### config.mk
export PLATFORM = sky130hd
export DESIGN_NAME = ltsq_top
export DESIGN_NICKNAME = d
export VERILOG_FILES = /design/src/core/ltsq_pkg.sv /design/src/core/ltsq_top.sv
export SDC_FILE = /design/constraint.sdc
export NUM_CORES = 2
export LEC_CHECK = 0
export BUFFER_PORTS_ARGS = -buffer_cell sky130_fd_sc_hd__buf_2
export CAP_MARGIN = 0
export CORE_AREA = 2 2 419 504
export CTS_BUF_LIST = sky130_fd_sc_hd__clkbuf_16
export DETAILED_ROUTE_END_ITERATION = 8
export DIE_AREA = 0 0 421 506
export PLACE_DENSITY_LB_ADDON = 0.15
export SETUP_SLACK_MARGIN = 0.1
export SLEW_MARGIN = 20
export SYNTH_ARGS = -nofsm -noshare
export SYNTH_HDL_FRONTEND = slang
export SYNTH_SLANG_ARGS = --single-unit
### constraint.sdc
create_clock -name core_clk -period 10.7 [get_ports core_clk]
set_input_delay 1.07 -clock core_clk [delete_from_list [all_inputs] [get_ports core_clk]]
set_output_delay 1.07 -clock core_clk [all_outputs]
set_load 0.005 [all_outputs]
### src/core/ltsq_pkg.sv
package ltsq_pkg;

	// ************************************************************
	// timing
	// ************************************************************
	localparam int CLK_MHZ = 20;
	localparam int ACK_WAIT_NS = 2000;
	localparam int ACK_WAIT_CYC = (ACK_WAIT_NS * CLK_MHZ + 999) / 1000;
	localparam int ACK_CNT_W = 8;

	// ************************************************************
	// frame limits
	// ************************************************************
	localparam logic [10:0] MAX_LEN_SMALL = 11'h5EA;
	localparam logic [10:0] MAX_LEN_HCAP = 11'h640;
	localparam logic [10:0] VLAN_TAG_LEN = 11'h004;

	// ************************************************************
	// register map
	// ************************************************************
	localparam logic [7:0] REG_CTRL = 8'h00;
	localparam logic [7:0] REG_RETRY = 8'h04;
	localparam logic [7:0] REG_STATUS = 8'h08;
	localparam logic [7:0] REG_CNT_BASE = 8'h40;
	localparam int CTRL_CLR_BIT = 0;
	localparam int CTRL_BASE_BIT = 1;
	localparam int CTRL_HCAP_BIT = 2;
	localparam int RETRY_W = 4;
	localparam logic [RETRY_W-1:0] RETRY_RST = 4'h7;
	localparam logic [31:0] CNT_ZERO = 32'h0000_0000;
	localparam logic [31:0] CNT_ONE = 32'h0000_0001;

	// ************************************************************
	// queues
	// ************************************************************
	localparam int NQ = 3;
	localparam int QDEPTH = 4;
	localparam int QPTR_W = 2;
	localparam int QCNT_W = 3;
	localparam logic [QCNT_W-1:0] QCNT_FULL = 3'h4;

	// ************************************************************
	// counter indices
	// ************************************************************
	localparam int C_ETH_RX = 0;
	localparam int C_ETH_TX = 1;
	localparam int C_WTX_TOT = 2;
	localparam int C_WTX_BCN = 3;
	localparam int C_WTX_OTH = 4;
	localparam int C_SUB_TOT = 5;
	localparam int C_SUB_HI = 6;
	localparam int C_SUB_MID = 7;
	localparam int C_SUB_LO = 8;
	localparam int C_DROP = 9;
	localparam int C_RETX = 10;
	localparam int C_TXC_TOT = 11;
	localparam int C_TXC_1 = 12;
	localparam int C_TXC_2 = 13;
	localparam int C_TXC_M = 14;
	localparam int C_TXE_TOT = 15;
	localparam int C_TXE_DROP = 16;
	localparam int C_TXE_UND = 17;
	localparam int C_TXE_OTH = 18;
	localparam int C_WRX_TOT = 19;
	localparam int C_WRX_DATA = 20;
	localparam int C_RXE_TOT = 21;
	localparam int C_RXE_PHY = 22;
	localparam int C_RXE_CRC = 23;
	localparam int C_RXE_OVR = 24;
	localparam int C_RXE_DEC = 25;
	localparam int C_RXE_OTH = 26;
	localparam int C_RXC_TOT = 27;
	localparam int C_RXC_1 = 28;
	localparam int C_RXC_2 = 29;
	localparam int C_RXC_M = 30;
	localparam int C_BAD_FRAG = 31;
	localparam int C_DUP = 32;
	localparam int C_RATE_DROP = 33;
	localparam int NCNT = 34;

	// ************************************************************
	// types
	// ************************************************************
	typedef enum logic [1:0] {PRIO_HIGH, PRIO_MED, PRIO_LOW} ltsq_prio_e;
	typedef enum logic [1:0] {KIND_DATA, KIND_CTRL, KIND_MGMT} ltsq_kind_e;
	typedef enum logic [1:0] {TX_IDLE, TX_WAIT} ltsq_txst_e;

	typedef struct packed {
		logic [7:0] tag;
		logic [10:0] len;
		logic vlan;
		logic mgmt;
		logic beacon;
		logic bcast;
		logic needs_ack;
		logic [1:0] agg;
	} ltsq_desc_s;

	typedef struct packed {
		ltsq_desc_s desc;
		logic err;
		logic filtered;
		logic rate_drop;
		logic to_unit;
		logic prio_high;
	} ltsq_eth_rx_s;

	typedef struct packed {
		ltsq_desc_s desc;
		ltsq_kind_e kind;
		logic [11:0] seq;
		logic retry;
		logic phy_err;
		logic crc_err;
		logic overrun;
		logic decrypt_err;
		logic other_err;
		logic frag;
	} ltsq_wl_rx_s;

endpackage

### src/core/ltsq_top.sv
`timescale 1ns/100ps
// Operation
// - Software clear command sets every Ethernet and wireless counter to zero, or to one if it counts an event in the clear cycle.
// - Frames rejected by the address filter touch no Ethernet counter.
// - Small variant: at most 1514 bytes, VLAN tag and CRC excluded.
// - High-capacity variant: up to 1600 bytes, VLAN included, CRC excluded.
// - Ethernet receive total counts every frame that passes the address filter, errored or not.
// - Wait for ACK, resend on timeout, discard at retry limit.
// - Each wireless-bound frame enters exactly one of three queues.
// - Strict priority: medium only if high empty, low if both empty.
// - Ordinary data goes high or low per its pre-rate-limit queue.
// - Base unit only: broadcast and multicast go to the medium queue.
// - Self-generated control and management frames go to the high queue.
// - Frames addressed to another bridge unit itself go high always.
// - Wireless tx total counts first successes; base unit splits beacons/others.
// - Count submitted data frames, total and per queue.
// - Retry-exhausted drop counter counts every discarded frame of any kind.
// - Retransmission counter counts every unsuccessful attempt.
// - Count tx and rx concatenated frames: single, double, more.
// - Tx event total with drop, underrun and other sub-counts.
// - Wireless rx total excludes errored and duplicate frames.
// - Received data counter includes duplicates.
// - Rx event total with phy, CRC, overrun, decrypt, other sub-counts.
// - Forward only the first copy of a duplicate; count discarded copies.
module ltsq_top
	import ltsq_pkg::*;
(
	// clock and reset
	input wire logic core_clk,
	input wire logic resetn,
	// register port
	input wire logic [7:0] reg_addr,
	input wire logic [31:0] reg_wdata,
	input wire logic reg_wr,
	input wire logic reg_rd,
	output logic [31:0] reg_rdata,
	// ethernet receive side
	input wire logic eth_rx_valid,
	input wire ltsq_eth_rx_s eth_rx,
	output logic eth_rx_ready,
	// self-generated control and management frames
	input wire logic mgmt_valid,
	input wire ltsq_desc_s mgmt_desc,
	output logic mgmt_ready,
	// wireless transmit side
	output logic wl_tx_start,
	output ltsq_desc_s wl_tx_desc,
	input wire logic wl_ack,
	input wire logic wl_underrun,
	input wire logic wl_tx_other,
	// wireless receive side
	input wire logic wl_rx_valid,
	input wire ltsq_wl_rx_s wl_rx,
	// ethernet transmit side
	input wire logic unit_eth_tx,
	output logic eth_tx_valid,
	output ltsq_desc_s eth_tx_desc
);

	// ************************************************************
	// helpers
	// ************************************************************
	function automatic logic len_ok(input ltsq_desc_s d, input logic hcap);
		logic [10:0] body;
		body = d.vlan ? d.len - VLAN_TAG_LEN : d.len;
		if (hcap)
			return d.len <= MAX_LEN_HCAP;
		return body <= MAX_LEN_SMALL;
	endfunction

	function automatic logic [3:0] agg_hits(input logic [1:0] agg);
		// bit0 total, bit1 single, bit2 double, bit3 more
		return {agg == 2'h3, agg == 2'h2, agg == 2'h1, agg != 2'h0};
	endfunction

	// ************************************************************
	// control registers
	// ************************************************************
	logic clr_cmd;
	logic base_unit;
	logic high_cap;
	logic [RETRY_W-1:0] hw_retry_limit;
	logic [31:0] cnt [NCNT];

	always_ff @(posedge core_clk or negedge resetn) begin
		if (!resetn) begin
			base_unit <= 1'b0;
			high_cap <= 1'b0;
			hw_retry_limit <= RETRY_RST;
			clr_cmd <= 1'b0;
		end else begin
			clr_cmd <= reg_wr && reg_addr == REG_CTRL && reg_wdata[CTRL_CLR_BIT];
			if (reg_wr && reg_addr == REG_CTRL) begin
				base_unit <= reg_wdata[CTRL_BASE_BIT];
				high_cap <= reg_wdata[CTRL_HCAP_BIT];
			end
			if (reg_wr && reg_addr == REG_RETRY)
				hw_retry_limit <= reg_wdata[RETRY_W-1:0];
		end
	end

	// ************************************************************
	// queues
	// ************************************************************
	ltsq_desc_s qmem [NQ][QDEPTH];
	logic [QPTR_W-1:0] qwr [NQ];
	logic [QPTR_W-1:0] qrd [NQ];
	logic [QCNT_W-1:0] qcnt [NQ];
	logic push;
	ltsq_prio_e push_q;
	ltsq_desc_s push_desc;
	logic pop;
	ltsq_prio_e pop_q;
	logic eth_take;
	logic eth_acc;
	ltsq_prio_e eth_q;

	assign mgmt_ready = qcnt[PRIO_HIGH] != QCNT_FULL;
	assign eth_rx_ready = !mgmt_valid && qcnt[eth_q] != QCNT_FULL;
	assign eth_take = eth_rx_valid && eth_rx_ready;
	assign eth_acc = eth_take && !eth_rx.filtered && !eth_rx.err && !eth_rx.rate_drop
		&& len_ok(eth_rx.desc, high_cap);

	always_comb begin
		if (eth_rx.to_unit)
			eth_q = PRIO_HIGH;
		else if (eth_rx.desc.bcast && base_unit)
			eth_q = PRIO_MED;
		else
			eth_q = eth_rx.prio_high ? PRIO_HIGH : PRIO_LOW;
	end

	assign push = (mgmt_valid && mgmt_ready) || eth_acc;
	assign push_q = (mgmt_valid && mgmt_ready) ? PRIO_HIGH : eth_q;
	assign push_desc = (mgmt_valid && mgmt_ready) ? mgmt_desc : eth_rx.desc;

	always_ff @(posedge core_clk or negedge resetn) begin
		if (!resetn) begin
			for (int i = 0; i < NQ; i++) begin
				qwr[i] <= '0;
				qrd[i] <= '0;
				qcnt[i] <= '0;
			end
		end else begin
			for (int i = 0; i < NQ; i++) begin
				if (push && int'(push_q) == i)
					qwr[i] <= qwr[i] + 1'b1;
				if (pop && int'(pop_q) == i)
					qrd[i] <= qrd[i] + 1'b1;
				qcnt[i] <= qcnt[i] + QCNT_W'(push && int'(push_q) == i)
					- QCNT_W'(pop && int'(pop_q) == i);
			end
		end
	end

	always_ff @(posedge core_clk) begin
		if (push)
			qmem[push_q][qwr[push_q]] <= push_desc;
	end

	// ************************************************************
	// transmit scheduler and retry
	// ************************************************************
	ltsq_txst_e tx_st;
	logic [RETRY_W-1:0] tries;
	logic [ACK_CNT_W-1:0] ack_timer;
	logic tx_fail;
	logic tx_ok;
	logic tx_drop;

	always_comb begin
		pop_q = PRIO_HIGH;
		if (qcnt[PRIO_HIGH] == '0)
			pop_q = (qcnt[PRIO_MED] != '0) ? PRIO_MED : PRIO_LOW;
	end
	assign pop = tx_st == TX_IDLE && qcnt[pop_q] != '0;

	assign tx_fail = tx_st == TX_WAIT && wl_tx_desc.needs_ack && !wl_ack
		&& (wl_underrun || ack_timer == ACK_CNT_W'(ACK_WAIT_CYC - 1));
	assign tx_ok = tx_st == TX_WAIT && (!wl_tx_desc.needs_ack || wl_ack);
	assign tx_drop = tx_fail && tries == hw_retry_limit;

	always_ff @(posedge core_clk or negedge resetn) begin
		if (!resetn) begin
			tx_st <= TX_IDLE;
			tries <= '0;
			ack_timer <= '0;
			wl_tx_start <= 1'b0;
			wl_tx_desc <= '0;
		end else begin
			wl_tx_start <= 1'b0;
			case (tx_st)
				TX_IDLE: begin
					if (pop) begin
						wl_tx_desc <= qmem[pop_q][qrd[pop_q]];
						wl_tx_start <= 1'b1;
						tries <= '0;
						ack_timer <= '0;
						tx_st <= TX_WAIT;
					end
				end
				TX_WAIT: begin
					ack_timer <= ack_timer + 1'b1;
					if (tx_ok || tx_drop) begin
						tx_st <= TX_IDLE;
					end else if (tx_fail) begin
						tries <= tries + 1'b1;
						ack_timer <= '0;
						wl_tx_start <= 1'b1;
					end
				end
				default: tx_st <= TX_IDLE;
			endcase
		end
	end

	// ************************************************************
	// wireless receive and duplicate filter
	// ************************************************************
	logic rx_bad;
	logic rx_dup;
	logic rx_data;
	logic [11:0] last_seq;
	logic last_seq_ok;

	assign rx_bad = wl_rx.phy_err || wl_rx.crc_err || wl_rx.overrun || wl_rx.decrypt_err
		|| wl_rx.other_err;
	assign rx_data = wl_rx_valid && !rx_bad && wl_rx.kind == KIND_DATA;
	assign rx_dup = rx_data && wl_rx.retry && last_seq_ok && wl_rx.seq == last_seq;

	always_ff @(posedge core_clk or negedge resetn) begin
		if (!resetn) begin
			last_seq <= '0;
			last_seq_ok <= 1'b0;
		end else if (rx_data) begin
			last_seq <= wl_rx.seq;
			last_seq_ok <= 1'b1;
		end
	end

	always_ff @(posedge core_clk or negedge resetn) begin
		if (!resetn) begin
			eth_tx_valid <= 1'b0;
			eth_tx_desc <= '0;
		end else begin
			eth_tx_valid <= rx_data && !rx_dup && len_ok(wl_rx.desc, high_cap);
			if (rx_data)
				eth_tx_desc <= wl_rx.desc;
		end
	end

	// ************************************************************
	// counters
	// ************************************************************
	logic [NCNT-1:0] inc;
	logic [3:0] txc;
	logic [3:0] rxc;
	logic tx_first_ok;

	assign txc = agg_hits(wl_tx_desc.agg);
	assign rxc = agg_hits(wl_rx.desc.agg);
	assign tx_first_ok = tx_ok && tries == '0;

	always_comb begin
		inc = '0;
		inc[C_ETH_RX] = eth_take && !eth_rx.filtered;
		inc[C_RATE_DROP] = eth_take && !eth_rx.filtered && eth_rx.rate_drop;
		inc[C_ETH_TX] = eth_tx_valid || unit_eth_tx;
		inc[C_WTX_TOT] = tx_first_ok;
		inc[C_WTX_BCN] = tx_first_ok && base_unit && wl_tx_desc.beacon;
		inc[C_WTX_OTH] = tx_first_ok && base_unit && !wl_tx_desc.beacon;
		inc[C_SUB_TOT] = eth_acc && !(mgmt_valid && mgmt_ready);
		inc[C_SUB_HI] = inc[C_SUB_TOT] && eth_q == PRIO_HIGH;
		inc[C_SUB_MID] = inc[C_SUB_TOT] && eth_q == PRIO_MED;
		inc[C_SUB_LO] = inc[C_SUB_TOT] && eth_q == PRIO_LOW;
		inc[C_DROP] = tx_drop;
		inc[C_RETX] = tx_fail;
		inc[C_TXC_TOT] = tx_first_ok && txc[0];
		inc[C_TXC_1] = tx_first_ok && txc[1];
		inc[C_TXC_2] = tx_first_ok && txc[2];
		inc[C_TXC_M] = tx_first_ok && txc[3];
		inc[C_TXE_DROP] = tx_drop;
		inc[C_TXE_UND] = tx_st == TX_WAIT && wl_underrun;
		inc[C_TXE_OTH] = wl_tx_other;
		inc[C_TXE_TOT] = inc[C_TXE_DROP] || inc[C_TXE_UND] || inc[C_TXE_OTH];
		inc[C_WRX_TOT] = wl_rx_valid && !rx_bad && !rx_dup;
		inc[C_WRX_DATA] = rx_data;
		inc[C_RXE_TOT] = wl_rx_valid && rx_bad;
		inc[C_RXE_PHY] = wl_rx_valid && wl_rx.phy_err;
		inc[C_RXE_CRC] = wl_rx_valid && wl_rx.crc_err;
		inc[C_RXE_OVR] = wl_rx_valid && wl_rx.overrun;
		inc[C_RXE_DEC] = wl_rx_valid && wl_rx.decrypt_err;
		inc[C_RXE_OTH] = wl_rx_valid && wl_rx.other_err;
		inc[C_RXC_TOT] = wl_rx_valid && !rx_bad && rxc[0];
		inc[C_RXC_1] = wl_rx_valid && !rx_bad && rxc[1];
		inc[C_RXC_2] = wl_rx_valid && !rx_bad && rxc[2];
		inc[C_RXC_M] = wl_rx_valid && !rx_bad && rxc[3];
		inc[C_BAD_FRAG] = wl_rx_valid && wl_rx.crc_err && wl_rx.frag;
		inc[C_DUP] = rx_dup;
	end

	// clear, event in same cycle kept
	always_ff @(posedge core_clk or negedge resetn) begin
		if (!resetn) begin
			for (int i = 0; i < NCNT; i++)
				cnt[i] <= CNT_ZERO;
		end else begin
			for (int i = 0; i < NCNT; i++) begin
				if (clr_cmd)
					cnt[i] <= inc[i] ? CNT_ONE : CNT_ZERO;
				else if (inc[i])
					cnt[i] <= cnt[i] + CNT_ONE;
			end
		end
	end

	// ************************************************************
	// register read
	// ************************************************************
	logic [7:0] cnt_off;
	logic [5:0] cnt_idx;

	assign cnt_off = reg_addr - REG_CNT_BASE;
	assign cnt_idx = cnt_off[7:2];

	always_ff @(posedge core_clk or negedge resetn) begin
		if (!resetn) begin
			reg_rdata <= '0;
		end else begin
			reg_rdata <= '0;
			if (reg_rd) begin
				if (reg_addr == REG_CTRL)
					reg_rdata <= 32'({high_cap, base_unit, 1'b0});
				else if (reg_addr == REG_RETRY)
					reg_rdata <= 32'(hw_retry_limit);
				else if (reg_addr == REG_STATUS)
					reg_rdata <= 32'({tx_st == TX_WAIT, qcnt[PRIO_LOW], qcnt[PRIO_MED],
						qcnt[PRIO_HIGH]});
				else if (reg_addr >= REG_CNT_BASE && cnt_off[1:0] == 2'h0
					&& int'(cnt_idx) < NCNT)
					reg_rdata <= cnt[cnt_idx];
			end
		end
	end

	// ************************************************************
	// checks
	// ************************************************************
	AST_CLEAR: assert property (@(posedge core_clk) disable iff (!resetn)
		clr_cmd && !inc[C_ETH_RX] |=> cnt[C_ETH_RX] == CNT_ZERO)
		else $error("counter not cleared");
	AST_FILTER: assert property (@(posedge core_clk) disable iff (!resetn)
		eth_take && eth_rx.filtered && !clr_cmd |=> cnt[C_ETH_RX] == $past(cnt[C_ETH_RX]))
		else $error("filtered frame counted");
	AST_ETH_RX: assert property (@(posedge core_clk) disable iff (!resetn)
		eth_take && !eth_rx.filtered && !clr_cmd
		|=> cnt[C_ETH_RX] == $past(cnt[C_ETH_RX]) + CNT_ONE)
		else $error("eth rx total missed");
	AST_DROP: assert property (@(posedge core_clk) disable iff (!resetn)
		tx_fail && tries == hw_retry_limit |=> tx_st == TX_IDLE && !wl_tx_start)
		else $error("frame not dropped at limit");
	AST_RESEND: assert property (@(posedge core_clk) disable iff (!resetn)
		tx_fail && tries != hw_retry_limit |=> wl_tx_start && tx_st == TX_WAIT)
		else $error("no resend");
	AST_PRIO: assert property (@(posedge core_clk) disable iff (!resetn)
		pop && pop_q != PRIO_HIGH |-> qcnt[PRIO_HIGH] == '0
		&& (pop_q == PRIO_MED || qcnt[PRIO_MED] == '0))
		else $error("priority violated");
	AST_UNIT_HIGH: assert property (@(posedge core_clk) disable iff (!resetn)
		eth_rx.to_unit |-> eth_q == PRIO_HIGH)
		else $error("unit frame not high");
	AST_TIMEOUT: assert property (@(posedge core_clk) disable iff (!resetn)
		wl_tx_start && wl_tx_desc.needs_ack ##1 (!wl_ack && !wl_underrun)[*3] |-> !wl_tx_start)
		else $error("early resend");
	AST_DUP: assert property (@(posedge core_clk) disable iff (!resetn)
		rx_dup |=> !eth_tx_valid)
		else $error("duplicate forwarded");
	AST_TXEV: assert property (@(posedge core_clk) disable iff (!resetn)
		tx_drop && !clr_cmd |=> cnt[C_TXE_TOT] == $past(cnt[C_TXE_TOT]) + CNT_ONE)
		else $error("tx event total missed");

endmodule

==> results.toml <==
[critical_path]
max_stage_delay_ns = 0.89
cp_max_fo = 13
crit_path_end_kind = "register"
worst-path-buf-inv = 3
crit_family = "compound AO/OA/AOI/OAI gates"
cp.required_ns = 11.41
worstSetupPathType = "in2reg"
start_kind = "input port"
crit_path_cell_trace = "buf_2, or4_1, o311ai_1, a21boi_1, a22o_1, nand2_1, ha_1, inv_1, ha_1, inv_1, fa_1, xnor2_1, xnor2_1"
critPathSlowestCell = "a21boi_1"
worst_ep_arrival_time_ns = 5.22

[die]
ios = 243
dieArea_um2 = 213000
floorplan.die.height_um = 506
coreArea_um2 = 208000
initial_utilization = 0.387
die_w_um = 421
rows = 184

[logic_synthesis]
synth_edf_count = 312
synth_cells = 7741
syn_area_um2 = 80600
synthArstFlopShare = 0.797
synth_ff_type = "dfrtp_1"
seq_area_frac_synth = 0.497
ys_ff_latch = 1540
synth_top_area_frac = 0.380
syn_nets = 7948
ys_warn_count = 0
yosys.area.top_type = "dfrtp_1"
netlist_top_cells_area = "dfrtp_1 (38%), edfxtp_1 (12%), mux4_2 (8.9%)"
synth_cell_types = 91
avgSynthCellArea_um2 = 10.4

[power]
seqPwrFrac = 0.453
power_uw = 15400
ir_worst_vdd_v = 0.000192
netSwitchingFraction = 0.309
power.share.clock = 0.382
power_density_nw_per_um2 = 171
p_int_uw = 10700
p_sw_uw = 4780
p_leak_uw = 0.0378
combPwrFrac = 0.165

[global_routing]
antenna_found_initial = 23
gr-usage-all-layers = 0.237
first_global_vias = 59718
grt_overflow_total = 0
met1_usage = 0.315
grtUsageMet2 = 0.392
met3_usage = 0.0280
grt_max_degree = 212
busiest_layer = "met2"
grt_pass1_wl_mm = 387

[layout]
final_cell_count_no_fill = 10809
fin_util = 0.434
drive_above_1_share = 0.125
area_growth_pct = 12.2
nNetsFinal = 8069

[outcome]
status = "finished clean"

[clock_network]
cts_setup_buffers = 0
cts-root-buf = "clkbuf_16"
cts_hold_buffers = 0
clkTransAtPathRegs_ns = 0.06
ctsResizeCount = 0
cts_tree = "built"
numCtsBuffers = 175
cts_sinks = 1540
cts-htree-levels = 4
clk-insertion-delay-late_ns = 0.85
cts_max_path_buffers = 3

[placement]
dp.cells = 10471
dp_hpwl_mm = 177
port_buffers = 214
gp_congestion = 0.862

[sta]
rsz0062_at_grt = "false"
fin_skew_ns = 0.0502
worst_pin_slew_ns = 1.28
hold_slack_ns = 0.238
maxSlewHeadroom = 0.147
setup_viol = 0
hold_violations = 0
period_share = 0.422
fin_tns_setup_ns = 0
period_needed_ns = 4.51
clock.fmax_mhz = 222
drv_slew = 0

[route]
drt-total-wl_mm = 255
vias = 60694
dr.pass1.iters = 5
wl_per_cell_um = 23.6
drc_errors = 0
viasPerCell = 5.62
antenna_left = 0
drt_iter0_drc = 4959

[hold_path]
hold_class = "in2async"

[job]
cap_viol_max_count = 0
routing by layer:
layer | vias to the layer above | routed length, um | share of wire
met2 | 1414 | 124000 | 0.49
met3 | 384 | 10500 | 0.041
met1 | 31030 | 109000 | 0.43
met5 | - | 13 | 0.000051
li1 | 27864 | - | -
met4 | 2 | 11100 | 0.044
per-stage QoR:
step	instance area [um^2]	setup WS (ns)
2_1_floorplan	80600	5.09
3_3_place_gp	84800	5.35
3_5_place_dp	84800	5.34
4_1_cts	90300	6.14
5_1_grt	90500	5.85
6_report	90500	6.19
cell type report:
cell class	instances	area [um^2]
Inverter	150	563
Clock inverter	150	1140
Timing Repair Buffer	325	2120
Sequential cell	1540	40100
Antenna cell	8	20.0
Fill cell	19859	118000
Clock buffer	176	4400
Multi-Input combinational cell	5670	38600
Tap cell	2790	3490
sequential cells by signal (all words and copies together) (netlist names), 4 cells and up:
name / cells
ack_timer: 8
cnt: 1088
eth_tx_desc: 26
hw_retry_limit: 4
last_seq: 12
qcnt: 9
qmem: 312
qrd: 6
qwr: 6
reg_rdata: 32
tries: 4
wl_tx_desc: 26
worst register-to-register path: stages, from the launching register on:
cell and delay, ns:
dfrtp_1 0.44, nand3b_1 0.47, o22a_1 0.46, a211o_1 0.37, nor2_2 0.39, a22o_1 0.68
nand2_1 0.27, ha_1 0.35, inv_1 0.06, ha_1 0.13, inv_1 0.05, fa_1 0.38
xnor2_1 0.15, xnor2_1 0.14
power groups by stage:
stage / clock network (uW) / logic (uW) / registers, uW
2_1_floorplan: 0 / 1640 / 6890
3_3_place_gp: 0 / 2520 / 7100
3_5_place_dp: 0 / 2560 / 7110
4_1_cts: 6040 / 2560 / 7000
5_1_grt: 6270 / 2810 / 7060
6_report: 5900 / 2540 / 7000
cell usage in the layout, fill, tap and decap left out, drive strengths merged, types with 11 or more instances in the layout:
| cell type | instances |
|---|---|
| nor4 | 88 |
| and4 | 95 |
| nand4 | 307 |
| nor3b | 14 |
| or3 | 141 |
| nor2b | 70 |
| nor3 | 135 |
| or4 | 74 |
| o41ai | 16 |
| inv | 203 |
| nor2 | 994 |
| xor2 | 515 |
| o31ai | 51 |
| o211ai | 28 |
| clkbuf | 176 |
| o21ai | 163 |
| xnor2 | 345 |
| a21oi | 241 |
| mux2i | 113 |
| and2 | 64 |
| bufinv | 11 |
| clkinv | 77 |
| nand2b | 11 |
| nand3 | 482 |
| buf | 325 |
| o2111ai | 11 |
| and3 | 161 |
| dfrtp | 1225 |
| nand2 | 992 |
| o22ai | 23 |
| mux4 | 318 |
| ha | 49 |
| or2 | 19 |
| mux2 | 41 |
| edfxtp | 312 |
worst paths after layout:
path / from / endpoint / slack, ns / cells past startpoint
max in group asynchronous: resetn / cnt[600] / 7.89 / 3
worst min register to register: eth_tx_desc[20] / eth_tx_desc[20] / 0.47 / 2
worst min-delay path: resetn / cnt[951] / 0.24 / 1
worst max-delay path: eth_rx[19] / qcnt[5] / 6.19 / 13
worst max register to register: base_unit / qcnt[5] / 6.26 / 13
min in group core_clk: wl_rx[41] / eth_tx_desc[20] / 0.41 / 3
kinds of logic after synthesis:
logic type | Yosys count | synth area share
AND/OR/NAND/NOR | 3670 | 0.220
AO/OA/AOI/OAI | 616 | 0.0462
multiplexers | 472 | 0.109
XOR/XNOR | 860 | 0.0934
buffers and inverters | 531 | 0.0258
adder cells (fa/ha/maj) | 52 | 0.00835
flip-flops | 1540 | 0.497
synth_stat cells (all sizes together), types with 163 or more instances:
library cell	instances
a21oi	241
clkbuf	295
dfrtp	1225
edfxtp	312
mux4	318
nand2	992
nand3	482
nand4	307
nor2	994
o21ai	163
xnor2	345
xor2	515
No activity file was read; power rests on OpenSTA's default activity.
